--- src/shared/i2c_flags_cfg.svh ---
// Offsets, field positions, reset values and bus constants of the status-flag block
`ifndef I2C_FLAGS_CFG_SVH
`define I2C_FLAGS_CFG_SVH

// ****************************************
// Register offsets
// ****************************************
`define ADDR_W 4
`define OFF_STATUS 4'h0
`define OFF_CTRL 4'h1
`define OFF_OWN_ADDR 4'h2
`define OFF_TX_BUF 4'h3
`define OFF_RX_BUF 4'h4
`define OFF_IRQ_STAT 4'h5
`define OFF_IRQ_MASK 4'h6

// ****************************************
// Status bit positions
// ****************************************
`define BIT_COLL 10
`define BIT_GCALL 9
`define BIT_TEN 8
`define BIT_WCOL 7
`define BIT_ROV 6
`define BIT_DA 5
`define BIT_STOP 4

// ****************************************
// Interrupt bit positions
// ****************************************
`define IRQ_W 4
`define IRQ_COLL 0
`define IRQ_WCOL 1
`define IRQ_ROV 2
`define IRQ_STOP 3

`define RST_STATUS 16'h0000
`define RST_OWN_ADDR 10'h000
`define GCALL_ADDR 8'h00
`define TEN_HDR 5'h1e
`endif

--- src/shared/i2c_flags_pkg.sv ---
// Types shared by the status-flag block
package i2c_flags_pkg;
  typedef struct packed {
    logic coll;
    logic gcall;
    logic ten;
    logic wcol;
    logic rov;
    logic da;
    logic stop;
  } status_flags_t;

  typedef enum logic [2:0] {
    ST_IDLE = 3'b000,
    ST_ADDR = 3'b001,
    ST_ADDR2 = 3'b010,
    ST_ACK = 3'b011,
    ST_DATA = 3'b100,
    ST_SKIP = 3'b101
  } link_state_t;
endpackage

--- src/logic/i2c_status_flag_logic.sv ---
// Status-flag logic of an I2C controller, with link watcher and register port
// Operation
// - Set collision flag on master bus collision
// - General call sets flag, Stop clears
// - Ten-bit second byte match sets flag
// - Busy transmit write rejected, sets write-collision
// - New byte over unread buffer sets overflow
// - Overflow set at transfer; software clears
// - Data/address flag shows last byte kind
// - Address match clears, data byte sets
//
// Decided for this implementation: strobed register access and the address map.
`timescale 1ns/1ps
`include "i2c_flags_cfg.svh"

module i2c_status_flag_logic
  import i2c_flags_pkg::*;
(
  input wire logic i_sys_clk,
  input wire logic i_srst,
  input wire logic [`ADDR_W-1:0] i_addr,
  input wire logic [15:0] i_wdata,
  input wire logic i_wr,
  input wire logic i_rd,
  output logic [15:0] o_rdata,
  input wire logic i_scl,
  input wire logic i_sda,
  input wire logic i_master_active,
  input wire logic i_master_sda_out,
  output logic o_irq,
  output logic [7:0] o_tx_data,
  output logic o_tx_load
);

  // ****************************************
  // Link input synchronisers
  // ****************************************
  logic [1:0] scl_sync_r;
  logic [1:0] sda_sync_r;
  logic scl_r;
  logic sda_r;

  always_ff @(posedge i_sys_clk) begin
    if (i_srst) begin
      scl_sync_r <= 2'h3;
      sda_sync_r <= 2'h3;
      scl_r <= 1'b1;
      sda_r <= 1'b1;
    end else begin
      scl_sync_r <= {scl_sync_r[0], i_scl};
      sda_sync_r <= {sda_sync_r[0], i_sda};
      scl_r <= scl_sync_r[1];
      sda_r <= sda_sync_r[1];
    end
  end

  wire logic scl_s = scl_sync_r[1];
  wire logic sda_s = sda_sync_r[1];
  wire logic scl_rise = scl_s & ~scl_r;
  wire logic scl_fall = ~scl_s & scl_r;
  wire logic start_det = scl_s & scl_r & sda_r & ~sda_s;
  wire logic stop_det = scl_s & scl_r & ~sda_r & sda_s;

  // ****************************************
  // Software registers
  // ****************************************
  logic [9:0] own_addr_r;
  logic ten_mode_r;
  logic [`IRQ_W-1:0] irq_mask_r;
  logic [`IRQ_W-1:0] irq_stat_r;
  logic [7:0] rx_buffer_reg_r;
  logic rx_full_r;
  logic [7:0] tx_buffer_reg_r;
  logic tx_load_r;
  logic busy_r;

  wire logic wr_status = i_wr && (i_addr == `OFF_STATUS);
  wire logic wr_tx = i_wr && (i_addr == `OFF_TX_BUF);
  wire logic rd_rx = i_rd && (i_addr == `OFF_RX_BUF);

  always_ff @(posedge i_sys_clk) begin
    if (i_srst) begin
      own_addr_r <= `RST_OWN_ADDR;
      ten_mode_r <= 1'b0;
      irq_mask_r <= '0;
    end else if (i_wr && i_addr == `OFF_CTRL) begin
      ten_mode_r <= i_wdata[0];
    end else if (i_wr && i_addr == `OFF_OWN_ADDR) begin
      own_addr_r <= i_wdata[9:0];
    end else if (i_wr && i_addr == `OFF_IRQ_MASK) begin
      irq_mask_r <= i_wdata[`IRQ_W-1:0];
    end
  end

  // ****************************************
  // Receive walker
  // ****************************************
  link_state_t state_r;
  logic [7:0] shift_r;
  logic [3:0] bit_cnt_r;
  logic byte_done;
  logic addressed_r;
  logic ten_pending_r;

  assign byte_done = scl_fall && bit_cnt_r == 4'h8;

  always_ff @(posedge i_sys_clk) begin
    if (i_srst) begin
      shift_r <= 8'h00;
      bit_cnt_r <= 4'h0;
    end else if (start_det || stop_det) begin
      bit_cnt_r <= 4'h0;
    end else if (scl_rise && bit_cnt_r < 4'h8) begin
      shift_r <= {shift_r[6:0], sda_s};
      bit_cnt_r <= bit_cnt_r + 4'h1;
    end else if (scl_fall && bit_cnt_r == 4'h8) begin
      bit_cnt_r <= 4'h9;
    end else if (scl_fall && bit_cnt_r == 4'h9) begin
      bit_cnt_r <= 4'h0;
    end
  end

  // Event strobes from completed bytes
  logic ev_addr_match;
  logic ev_gcall;
  logic ev_ten;
  logic ev_data;

  always_comb begin
    ev_addr_match = 1'b0;
    ev_gcall = 1'b0;
    ev_ten = 1'b0;
    ev_data = 1'b0;
    if (byte_done) begin
      unique case (state_r)
        ST_ADDR: begin
          if (shift_r == `GCALL_ADDR) begin
            ev_gcall = 1'b1;
            ev_addr_match = 1'b1;
          end else if (!ten_mode_r && shift_r[7:1] == own_addr_r[6:0]) begin
            ev_addr_match = 1'b1;
          end
        end
        ST_ADDR2: begin
          if (shift_r == own_addr_r[7:0]) begin
            ev_ten = 1'b1;
            ev_addr_match = 1'b1;
          end
        end
        ST_DATA: ev_data = addressed_r;
        ST_IDLE, ST_ACK, ST_SKIP: ;
      endcase
    end
  end

  always_ff @(posedge i_sys_clk) begin
    if (i_srst) begin
      state_r <= ST_IDLE;
      addressed_r <= 1'b0;
      ten_pending_r <= 1'b0;
    end else if (stop_det) begin
      state_r <= ST_IDLE;
      addressed_r <= 1'b0;
      ten_pending_r <= 1'b0;
    end else if (start_det) begin
      state_r <= ST_ADDR;
    end else if (byte_done) begin
      unique case (state_r)
        ST_ADDR: begin
          if (ev_addr_match) begin
            addressed_r <= 1'b1;
            state_r <= ST_DATA;
          end else if (ten_mode_r && shift_r[7:3] == `TEN_HDR && shift_r[2:1] == own_addr_r[9:8]) begin
            // Repeated start read after a ten-bit match keeps the match
            addressed_r <= ten_pending_r && shift_r[0];
            state_r <= shift_r[0] ? ST_DATA : ST_ADDR2;
          end else begin
            state_r <= ST_SKIP;
          end
        end
        ST_ADDR2: begin
          addressed_r <= ev_ten;
          ten_pending_r <= ev_ten;
          state_r <= ev_ten ? ST_DATA : ST_SKIP;
        end
        ST_DATA, ST_ACK, ST_SKIP, ST_IDLE: ;
      endcase
    end
  end

  // ****************************************
  // Receive buffer and overflow
  // ****************************************
  wire logic rx_xfer = ev_data;
  logic ev_rov;
  assign ev_rov = rx_xfer && rx_full_r && !rd_rx;

  always_ff @(posedge i_sys_clk) begin
    if (i_srst) begin
      rx_buffer_reg_r <= 8'h00;
      rx_full_r <= 1'b0;
    end else begin
      if (rx_xfer && !ev_rov) begin
        rx_buffer_reg_r <= shift_r;
        rx_full_r <= 1'b1;
      end else if (rd_rx) begin
        rx_full_r <= 1'b0;
      end
    end
  end

  // ****************************************
  // Transmit buffer and busy
  // ****************************************
  logic ev_wcol;
  assign ev_wcol = wr_tx && busy_r;

  always_ff @(posedge i_sys_clk) begin
    if (i_srst) begin
      busy_r <= 1'b0;
    end else if (stop_det) begin
      busy_r <= 1'b0;
    end else if (start_det) begin
      busy_r <= 1'b1;
    end
  end

  always_ff @(posedge i_sys_clk) begin
    if (i_srst) begin
      tx_buffer_reg_r <= 8'h00;
      tx_load_r <= 1'b0;
    end else begin
      tx_load_r <= wr_tx && !busy_r;
      if (wr_tx && !busy_r) begin
        tx_buffer_reg_r <= i_wdata[7:0];
      end
    end
  end

  // Collision: driving high but line seen low at the SCL rising edge
  wire logic ev_coll = i_master_active && scl_rise && i_master_sda_out && !sda_s;

  // ****************************************
  // Status flags
  // ****************************************
  status_flags_t flags;
  logic coll_r, gcall_r, ten_r, wcol_r, rov_r, da_r, stop_r;
  assign flags = {coll_r, gcall_r, ten_r, wcol_r, rov_r, da_r, stop_r};

  // Software clears by writing one; a same-cycle event wins
  always_ff @(posedge i_sys_clk) begin
    if (i_srst) begin
      coll_r <= 1'b0;
      wcol_r <= 1'b0;
      rov_r <= 1'b0;
    end else begin
      if (ev_coll) begin
        coll_r <= 1'b1;
      end else if (wr_status && i_wdata[`BIT_COLL]) begin
        coll_r <= 1'b0;
      end
      if (ev_wcol) begin
        wcol_r <= 1'b1;
      end else if (wr_status && i_wdata[`BIT_WCOL]) begin
        wcol_r <= 1'b0;
      end
      if (ev_rov) begin
        rov_r <= 1'b1;
      end else if (wr_status && i_wdata[`BIT_ROV]) begin
        rov_r <= 1'b0;
      end
    end
  end

  always_ff @(posedge i_sys_clk) begin
    if (i_srst) begin
      gcall_r <= 1'b0;
      ten_r <= 1'b0;
    end else if (stop_det) begin
      gcall_r <= 1'b0;
      ten_r <= 1'b0;
    end else begin
      if (ev_gcall) begin
        gcall_r <= 1'b1;
      end
      if (ev_ten) begin
        ten_r <= 1'b1;
      end
    end
  end

  always_ff @(posedge i_sys_clk) begin
    if (i_srst) begin
      da_r <= 1'b0;
    end else if (ev_addr_match) begin
      da_r <= 1'b0;
    end else if (ev_data) begin
      da_r <= 1'b1;
    end
  end

  always_ff @(posedge i_sys_clk) begin
    if (i_srst) begin
      stop_r <= 1'b0;
    end else if (stop_det) begin
      stop_r <= 1'b1;
    end else if (start_det) begin
      stop_r <= 1'b0;
    end
  end

  // ****************************************
  // Interrupts
  // ****************************************
  logic [`IRQ_W-1:0] irq_ev;
  assign irq_ev = {stop_det, ev_rov, ev_wcol, ev_coll};

  always_ff @(posedge i_sys_clk) begin
    if (i_srst) begin
      irq_stat_r <= '0;
    end else if (i_wr && i_addr == `OFF_IRQ_STAT) begin
      irq_stat_r <= (irq_stat_r & ~i_wdata[`IRQ_W-1:0]) | irq_ev;
    end else begin
      irq_stat_r <= irq_stat_r | irq_ev;
    end
  end

  assign o_irq = |(irq_stat_r & irq_mask_r);
  assign o_tx_data = tx_buffer_reg_r;
  assign o_tx_load = tx_load_r;

  // ****************************************
  // Read port
  // ****************************************
  logic [15:0] status_word;
  always_comb begin
    status_word = `RST_STATUS;
    status_word[`BIT_COLL] = flags.coll;
    status_word[`BIT_GCALL] = flags.gcall;
    status_word[`BIT_TEN] = flags.ten;
    status_word[`BIT_WCOL] = flags.wcol;
    status_word[`BIT_ROV] = flags.rov;
    status_word[`BIT_DA] = flags.da;
    status_word[`BIT_STOP] = flags.stop;
  end

  always_ff @(posedge i_sys_clk) begin
    if (i_srst) begin
      o_rdata <= 16'h0000;
    end else if (i_rd) begin
      unique case (i_addr)
        `OFF_STATUS: o_rdata <= status_word;
        `OFF_CTRL: o_rdata <= {15'h0000, ten_mode_r};
        `OFF_OWN_ADDR: o_rdata <= {6'h00, own_addr_r};
        `OFF_TX_BUF: o_rdata <= {8'h00, tx_buffer_reg_r};
        `OFF_RX_BUF: o_rdata <= {8'h00, rx_buffer_reg_r};
        `OFF_IRQ_STAT: o_rdata <= {12'h000, irq_stat_r};
        `OFF_IRQ_MASK: o_rdata <= {12'h000, irq_mask_r};
        default: o_rdata <= 16'h0000;
      endcase
    end else begin
      o_rdata <= 16'h0000;
    end
  end

endmodule

--- config.mk ---
export PLATFORM = sky130hd
export DESIGN_NAME = i2c_status_flag_logic
export DESIGN_NICKNAME = d
export VERILOG_FILES = /design/src/shared/i2c_flags_pkg.sv /design/src/logic/i2c_status_flag_logic.sv
export VERILOG_INCLUDE_DIRS = /design/src /design/src/shared
export SDC_FILE = /design/constraint.sdc
export NUM_CORES = 1
export LEC_CHECK = 0
export ABC_AREA = 1
export BUFFER_PORTS_ARGS = -buffer_cell sky130_fd_sc_hd__buf_2
export CAP_MARGIN = 20
export CORE_MARGIN = 2
export CORE_UTILIZATION = 47
export DETAILED_ROUTE_END_ITERATION = 10
export PLACE_DENSITY = 0.76
export SKIP_LAST_GASP = 1
export SYNTH_ARGS = -nofsm -noshare
export SYNTH_HDL_FRONTEND = slang
export SYNTH_SLANG_ARGS = --single-unit
--- constraint.sdc ---
create_clock -name i_sys_clk -period 2.6 [get_ports i_sys_clk]
set_input_delay 0.13 -clock i_sys_clk [delete_from_list [all_inputs] [get_ports i_sys_clk]]
set_output_delay 0.13 -clock i_sys_clk [all_outputs]
set_load 0.005 [all_outputs]
# Word-level counts from Yosys, hierarchy flattened
# Index checks and enable logic that the tools add are counted.
[classes] addsub=1 order_cmp=1 eq_ne=16 n_mux=37 bitwise_logic=21 reduce_logical=55
[ops] op="$pmux W11 S7" count=1
[ops] op="$mux W1" count=26
[ops] op="$logic_and A1 B1 Y1" count=25
[ops] op="$mux W4" count=4
[ops] op="$reduce_bool A2 Y1" count=7
[ops] op="$eq A4 B3 Y1 const B" count=3
[ops] op="$mux W3" count=3
[ops] op="$not A1 Y1" count=9
[ops] op="$and A4 B4 Y4" count=2
[ops] op="$eq A4 B2 Y1 const B" count=2
[ops] op="$eq A4 B4 Y1 const B" count=2
[ops] op="$eq A8 B8 Y1" count=1
[ops] op="$logic_not A8 Y1" count=1
[ops] op="$or A4 B4 Y4" count=2
[ops] op="$reduce_and A2 Y1" count=4
[ops] op="$reduce_or A2 Y1" count=4
[ops] op="$and A1 B1 Y1" count=7
[ops] op="$eq A7 B7 Y1" count=1
[ops] op="$pmux W3 S2" count=1
[ops] op="$reduce_and A3 Y1" count=2
[ops] op="$reduce_bool A3 Y1" count=2
[ops] op="$eq A5 B5 Y1 const B" count=1
[ops] op="$logic_not A1 Y1" count=5
[ops] op="$add A4 B1 Y4 const B" count=1
[ops] op="14 further kinds" count=15
[word_totals] ff_bits=84 in_bits=28 out_inout_bits=26 elab_cells=158

# Depth between registers and ports, before layout
[logic_depth] ltp_word=10 depth_mapped=14 ltp_nobuf=14

# Worst setup path before layout
# Ideal clock, no wire load.
[synth_path] path_type="register to register" startpoint="register bit_cnt_r[0]" endpoint="register rx_buffer_reg_r[4]" setup_time_ns=0.117 arrival_time_ns=1.367 slack_ns=1.116 stages_incl_launch_ff=12 path_buffers=1 cell_sequence="dfxtp_1 -> inv_1 -> ha_1 -> nand3_2 -> nor2_4 -> nand4_1 -> clkinv_1 -> nand2_2 -> clkinv_2 -> buf_6 -> o21ai_1 -> a21oi_1"
[synth_between] elab_chain_cells=7
[synth_lines] item="start, declared" line_no="i2c_status_flag_logic.sv:100" source="logic [3:0] bit_cnt_r;"
[synth_lines] item="start signal, assigned" line_no="i2c_status_flag_logic.sv:115" source="bit_cnt_r <= bit_cnt_r + 4'h1;"
[synth_lines] item="$eq A4 B4 Y1 *" line_no="i2c_status_flag_logic.sv:105" source="assign byte_done = scl_fall && bit_cnt_r == 4'h8;"
[synth_lines] item="$logic_and A1 B1 Y1 *" line_no="i2c_status_flag_logic.sv:105"
[synth_lines] item="$mux W1 *" line_no="i2c_status_flag_logic.sv:134" source="if (byte_done) begin"
[synth_lines] item="$logic_and A1 B1 Y1 (2 in series)" line_no="i2c_status_flag_logic.sv:196" source="assign ev_rov = rx_xfer && rx_full_r && !rd_rx;"
[synth_lines] item="$logic_not A1 Y1" line_no="i2c_status_flag_logic.sv:203" source="if (rx_xfer && !ev_rov) begin"
[synth_lines] item="$logic_and A1 B1 Y1 *" line_no="i2c_status_flag_logic.sv:203"
[synth_lines] item="end signal, assigned" line_no="i2c_status_flag_logic.sv:204" source="rx_buffer_reg_r <= shift_r;"
[synth_lines] item="end, declared" line_no="i2c_status_flag_logic.sv:71" source="logic [7:0] rx_buffer_reg_r;"
# Mark *: on every way between the ends. The rest lies on a longest branch, timed or not.
# A chain may end at the register's enable or synchronous reset.

# Worst setup path after layout
[layout_path] startpoint="register bit_cnt_r[0]" endpoint="register rx_buffer_reg_r[1]"
# The elaborated chain is that of the path after synthesis.

==> run_results.csv <==
group,metric,value,unit
outcome,status,"completed",
floorplan,die_w,90.4,µm
route,drc,0,
clocking,cts_setup_buffers,0,
critical_path,cpMaxStageDelayCell,"dfxtp_1",
clocking,cts_buffers,9,
pwr,ir_drop,0.000538,V
timing,finalHoldViolations,0,
critical_path,worstPathMaxFanout,14,
clocking,post_cts_resized,0,
critical_path,worst-path-buf-inv,3,
critical_path,end_kind,"register",
clocking,cts_buffer_depth,2,
cells_and_area,fillers,702,
route,via_count,3347,
cells_and_area,drive_gt1_share,18.4,%
route,drt_iter0_drc,352,
critical_path,arrival,2060,ps
timing,clock.fmax,554,MHz
timing,setup_slack,797,ps
timing,min_period_over_period,69.4,%
cells_and_area,final_common_cell,"dfxtp_1",
timing,worstMarginPinSlew,591,ps
cells_and_area,nNetsFinal,548,
clocking,cts_sinks,79,
timing,finalSetupViolations,0,
grt,antenna_found_initial,0,
route,wirelength,9030,µm
grt,grt_pass1_wl,15100,µm
timing,rsz0062_at_grt,"no",
critical_path,required,2850,ps
cells_and_area,most-common-layout-cells,"dfxtp_1 (79), nand2_1 (66), a21oi_1 (64), inv_1 (55)",
timing,holdWs,23.9,ps
clocking,clk_transition_reported_paths,90,ps
floorplan,start_util,48.3,%
grt,grt_max_degree,39,
logic_synthesis,synth_edf_count,0,
timing,min_period,1800,ps
clocking,cts_tree,"built",
floorplan,dieHeight,90.4,µm
clocking,cts_root_buffer,"clkbuf_8",
logic_synthesis,yosysWarnings,0,
logic_synthesis,synth-seq-area-share,45.1,%
grt,grt_pass1_vias,3140,
logic_synthesis,synthArstFlopShare,0,%
critical_path,cpPeakStageDelay,390,ps
grt,gr-total-overflow,0,
pwr,p_leak,1.64,nW
logic_synthesis,avgSynthCellArea,7.46,µm²
timing,report.final.slew_viol_count,0,
critical_path,crit_path_cell_trace,"inv_1 -> ha_1 -> nand3_2 -> nor2_4 -> nand4_1 -> clkinv_1 -> nand2_2 -> clkinv_2 -> o21ai_0 -> a21oi_1",
critical_path,rrSetupSlack,800,ps
timing,tns,0,ps
critical_path,path_class,"reg -> reg",
floorplan,dieArea,8170,µm²
cells_and_area,area_growth,14.2,%
placement,port_buffers,43,
cells_and_area,antenna_cells,0,
pwr,power_density,572,nW/µm²
critical_path,critPathTopFamily,"flip-flops",
logic_synthesis,ys_dominant_reg_cell,"dfxtp_1",
worst_hold_path,hp-class,"in -> reg",
logic_synthesis,ys_types,37,
logic_synthesis,synth_cells,470,
logic_synthesis,synth_area,3510,µm²
route,ant_nets,0,
placement,gp_congestion,0.919,
clocking,cts.htree.levels,3,
grt,grt_usage,23.1,%
flow_run,maxCapViolCount,0,
placement,hpwlAfterDp,6660,µm
placement,dp_worst_setup_slack,861,ps
clocking,clkLatencyLatePin,360,ps
route,vias_per_cell,5.39,
timing,skew,12.8,ps
critical_path,cp-start-kind,"register",
route,first_pass_iters,5,
route,wl_per_cell,14.5,µm
floorplan,core,7250,µm²
floorplan,num_rows,31,
timing,max_slew_margin,60.5,%
logic_synthesis,synth_seq_cells,79,
floorplan,ios,54,
[worst reg2reg max path, delay by kind of cell, from the launching register on]
| kind | cells | cell delay (ps) |
|---|---|---|
| AND/OR/NAND/NOR | 4 | 380 |
| flip-flops | 1 | 390 |
| buffers and inverters | 3 | 390 |
| adder cells (fa/ha/maj) | 1 | 220 |
| AO/OA/AOI/OAI | 2 | 320 |
[layout make-up]
type | count | area (µm²) | area share (%)
Clock buffer | 10 | 138 | 3.44
Clock inverter | 6 | 51.3 | 1.28
Inverter | 67 | 255 | 6.37
Multi-Input combinational cell | 311 | 1590 | 39.7
Sequential cell | 79 | 1580 | 39.5
Tap cell | 99 | 124 | 3.09
Timing Repair Buffer | 49 | 265 | 6.62
[state kept, by name, summed over array words and instances (netlist names), 2 cells and up]
name             flops
scl_sync_r           2
shift_r              8
sda_sync_r           2
bit_cnt_r            4
o_tx_data            8
rx_buffer_reg_r      8
irq_stat_r           4
irq_mask_r           4
own_addr_r          10
o_rdata             11
state_r              3
[per-layer routing]
metal | wire length [µm] | share of wire [%] | track usage [%] | up-vias
met5 | 0 | 0 | 0 | -
met2 | 4150 | 46 | 35.8 | 144
met4 | 132 | 1.5 | 6.79 | 0
li1 | - | - | - | 1656
met1 | 4040 | 45 | 31.1 | 1533
met3 | 705 | 7.8 | 7.01 | 14
[cell families (layout without fill, tap and decap cells)]
family,after synthesis,in the layout,share of synthesized area [%]
buffers and inverters,84,132,9.96
adders and majority gates,3,3,1.07
xor gates and xnor gates,3,3,0.750
DFF,79,79,45.1
other,1,5,0.107
AOI/OAI and AO/OA,136,136,20.8
and+or+nand+nor,164,164,22.2
[worst paths after layout]
| check | from | cells past startpoint | to |
|---|---|---|---|
| max | bit_cnt_r[0]$_SDFFE_PP0P_ | 10 | rx_buffer_reg_r[1]$_SDFFE_PP0P_ |
| min | i_wdata[4] | 3 | o_tx_data[4]$_SDFFE_PP0P_ |
| max reg2reg | bit_cnt_r[0]$_SDFFE_PP0P_ | 10 | rx_buffer_reg_r[1]$_SDFFE_PP0P_ |
| min reg2reg | sda_sync_r[0]$_SDFF_PP1_ | 1 | sda_sync_r[1]$_SDFF_PP1_ |
[stage by stage]
stage,instance area [µm²],std cells,util (%),power [mW]
floorplan,3520,474,-,1.38
finish,4010,621,55.2,2.29
CTS,4010,621,55.2,2.30
global route,4010,621,55.2,2.38
global placement,3800,603,52.3,1.44
detailed placement,3800,603,52.3,1.44
[repair_timing]
| item | in CTS | in global routing |
|---|---|---|
| hold endpoints to repair | 2 | 0 |
| endpoints found under the setup margin | 0 | 0 |
| hold buffers | 2 | 0 |
[cells in the mapped netlist (7+ instances only)]
| master | number | share of area (%) |
|---|---|---|
| dfxtp_1 | 79 | 45 |
| nand4_1 | 7 | 1.2 |
| inv_1 | 55 | 5.9 |
| nand3_1 | 26 | 3.7 |
| nor2_1 | 34 | 3.6 |
| nand2_1 | 66 | 7.1 |
| a221oi_1 | 7 | 1.7 |
| inv_2 | 9 | 0.96 |
| o21ai_1 | 9 | 1.3 |
| o21ai_0 | 43 | 6.1 |
| a21oi_1 | 64 | 9.1 |
| clkbuf_1 | 10 | 1.1 |
[report_power, final]
part / leakage [nW] / switching [mW] / internal, mW / total [mW]
logic: 0.910 / 0.114 / 0.0586 / 0.173
registers: 0.639 / 0.0182 / 1.23 / 1.25
clock network: 0.0935 / 0.486 / 0.384 / 0.870
total: 1.64 / 0.619 / 1.67 / 2.29
(Power assumes the default switching activity.)
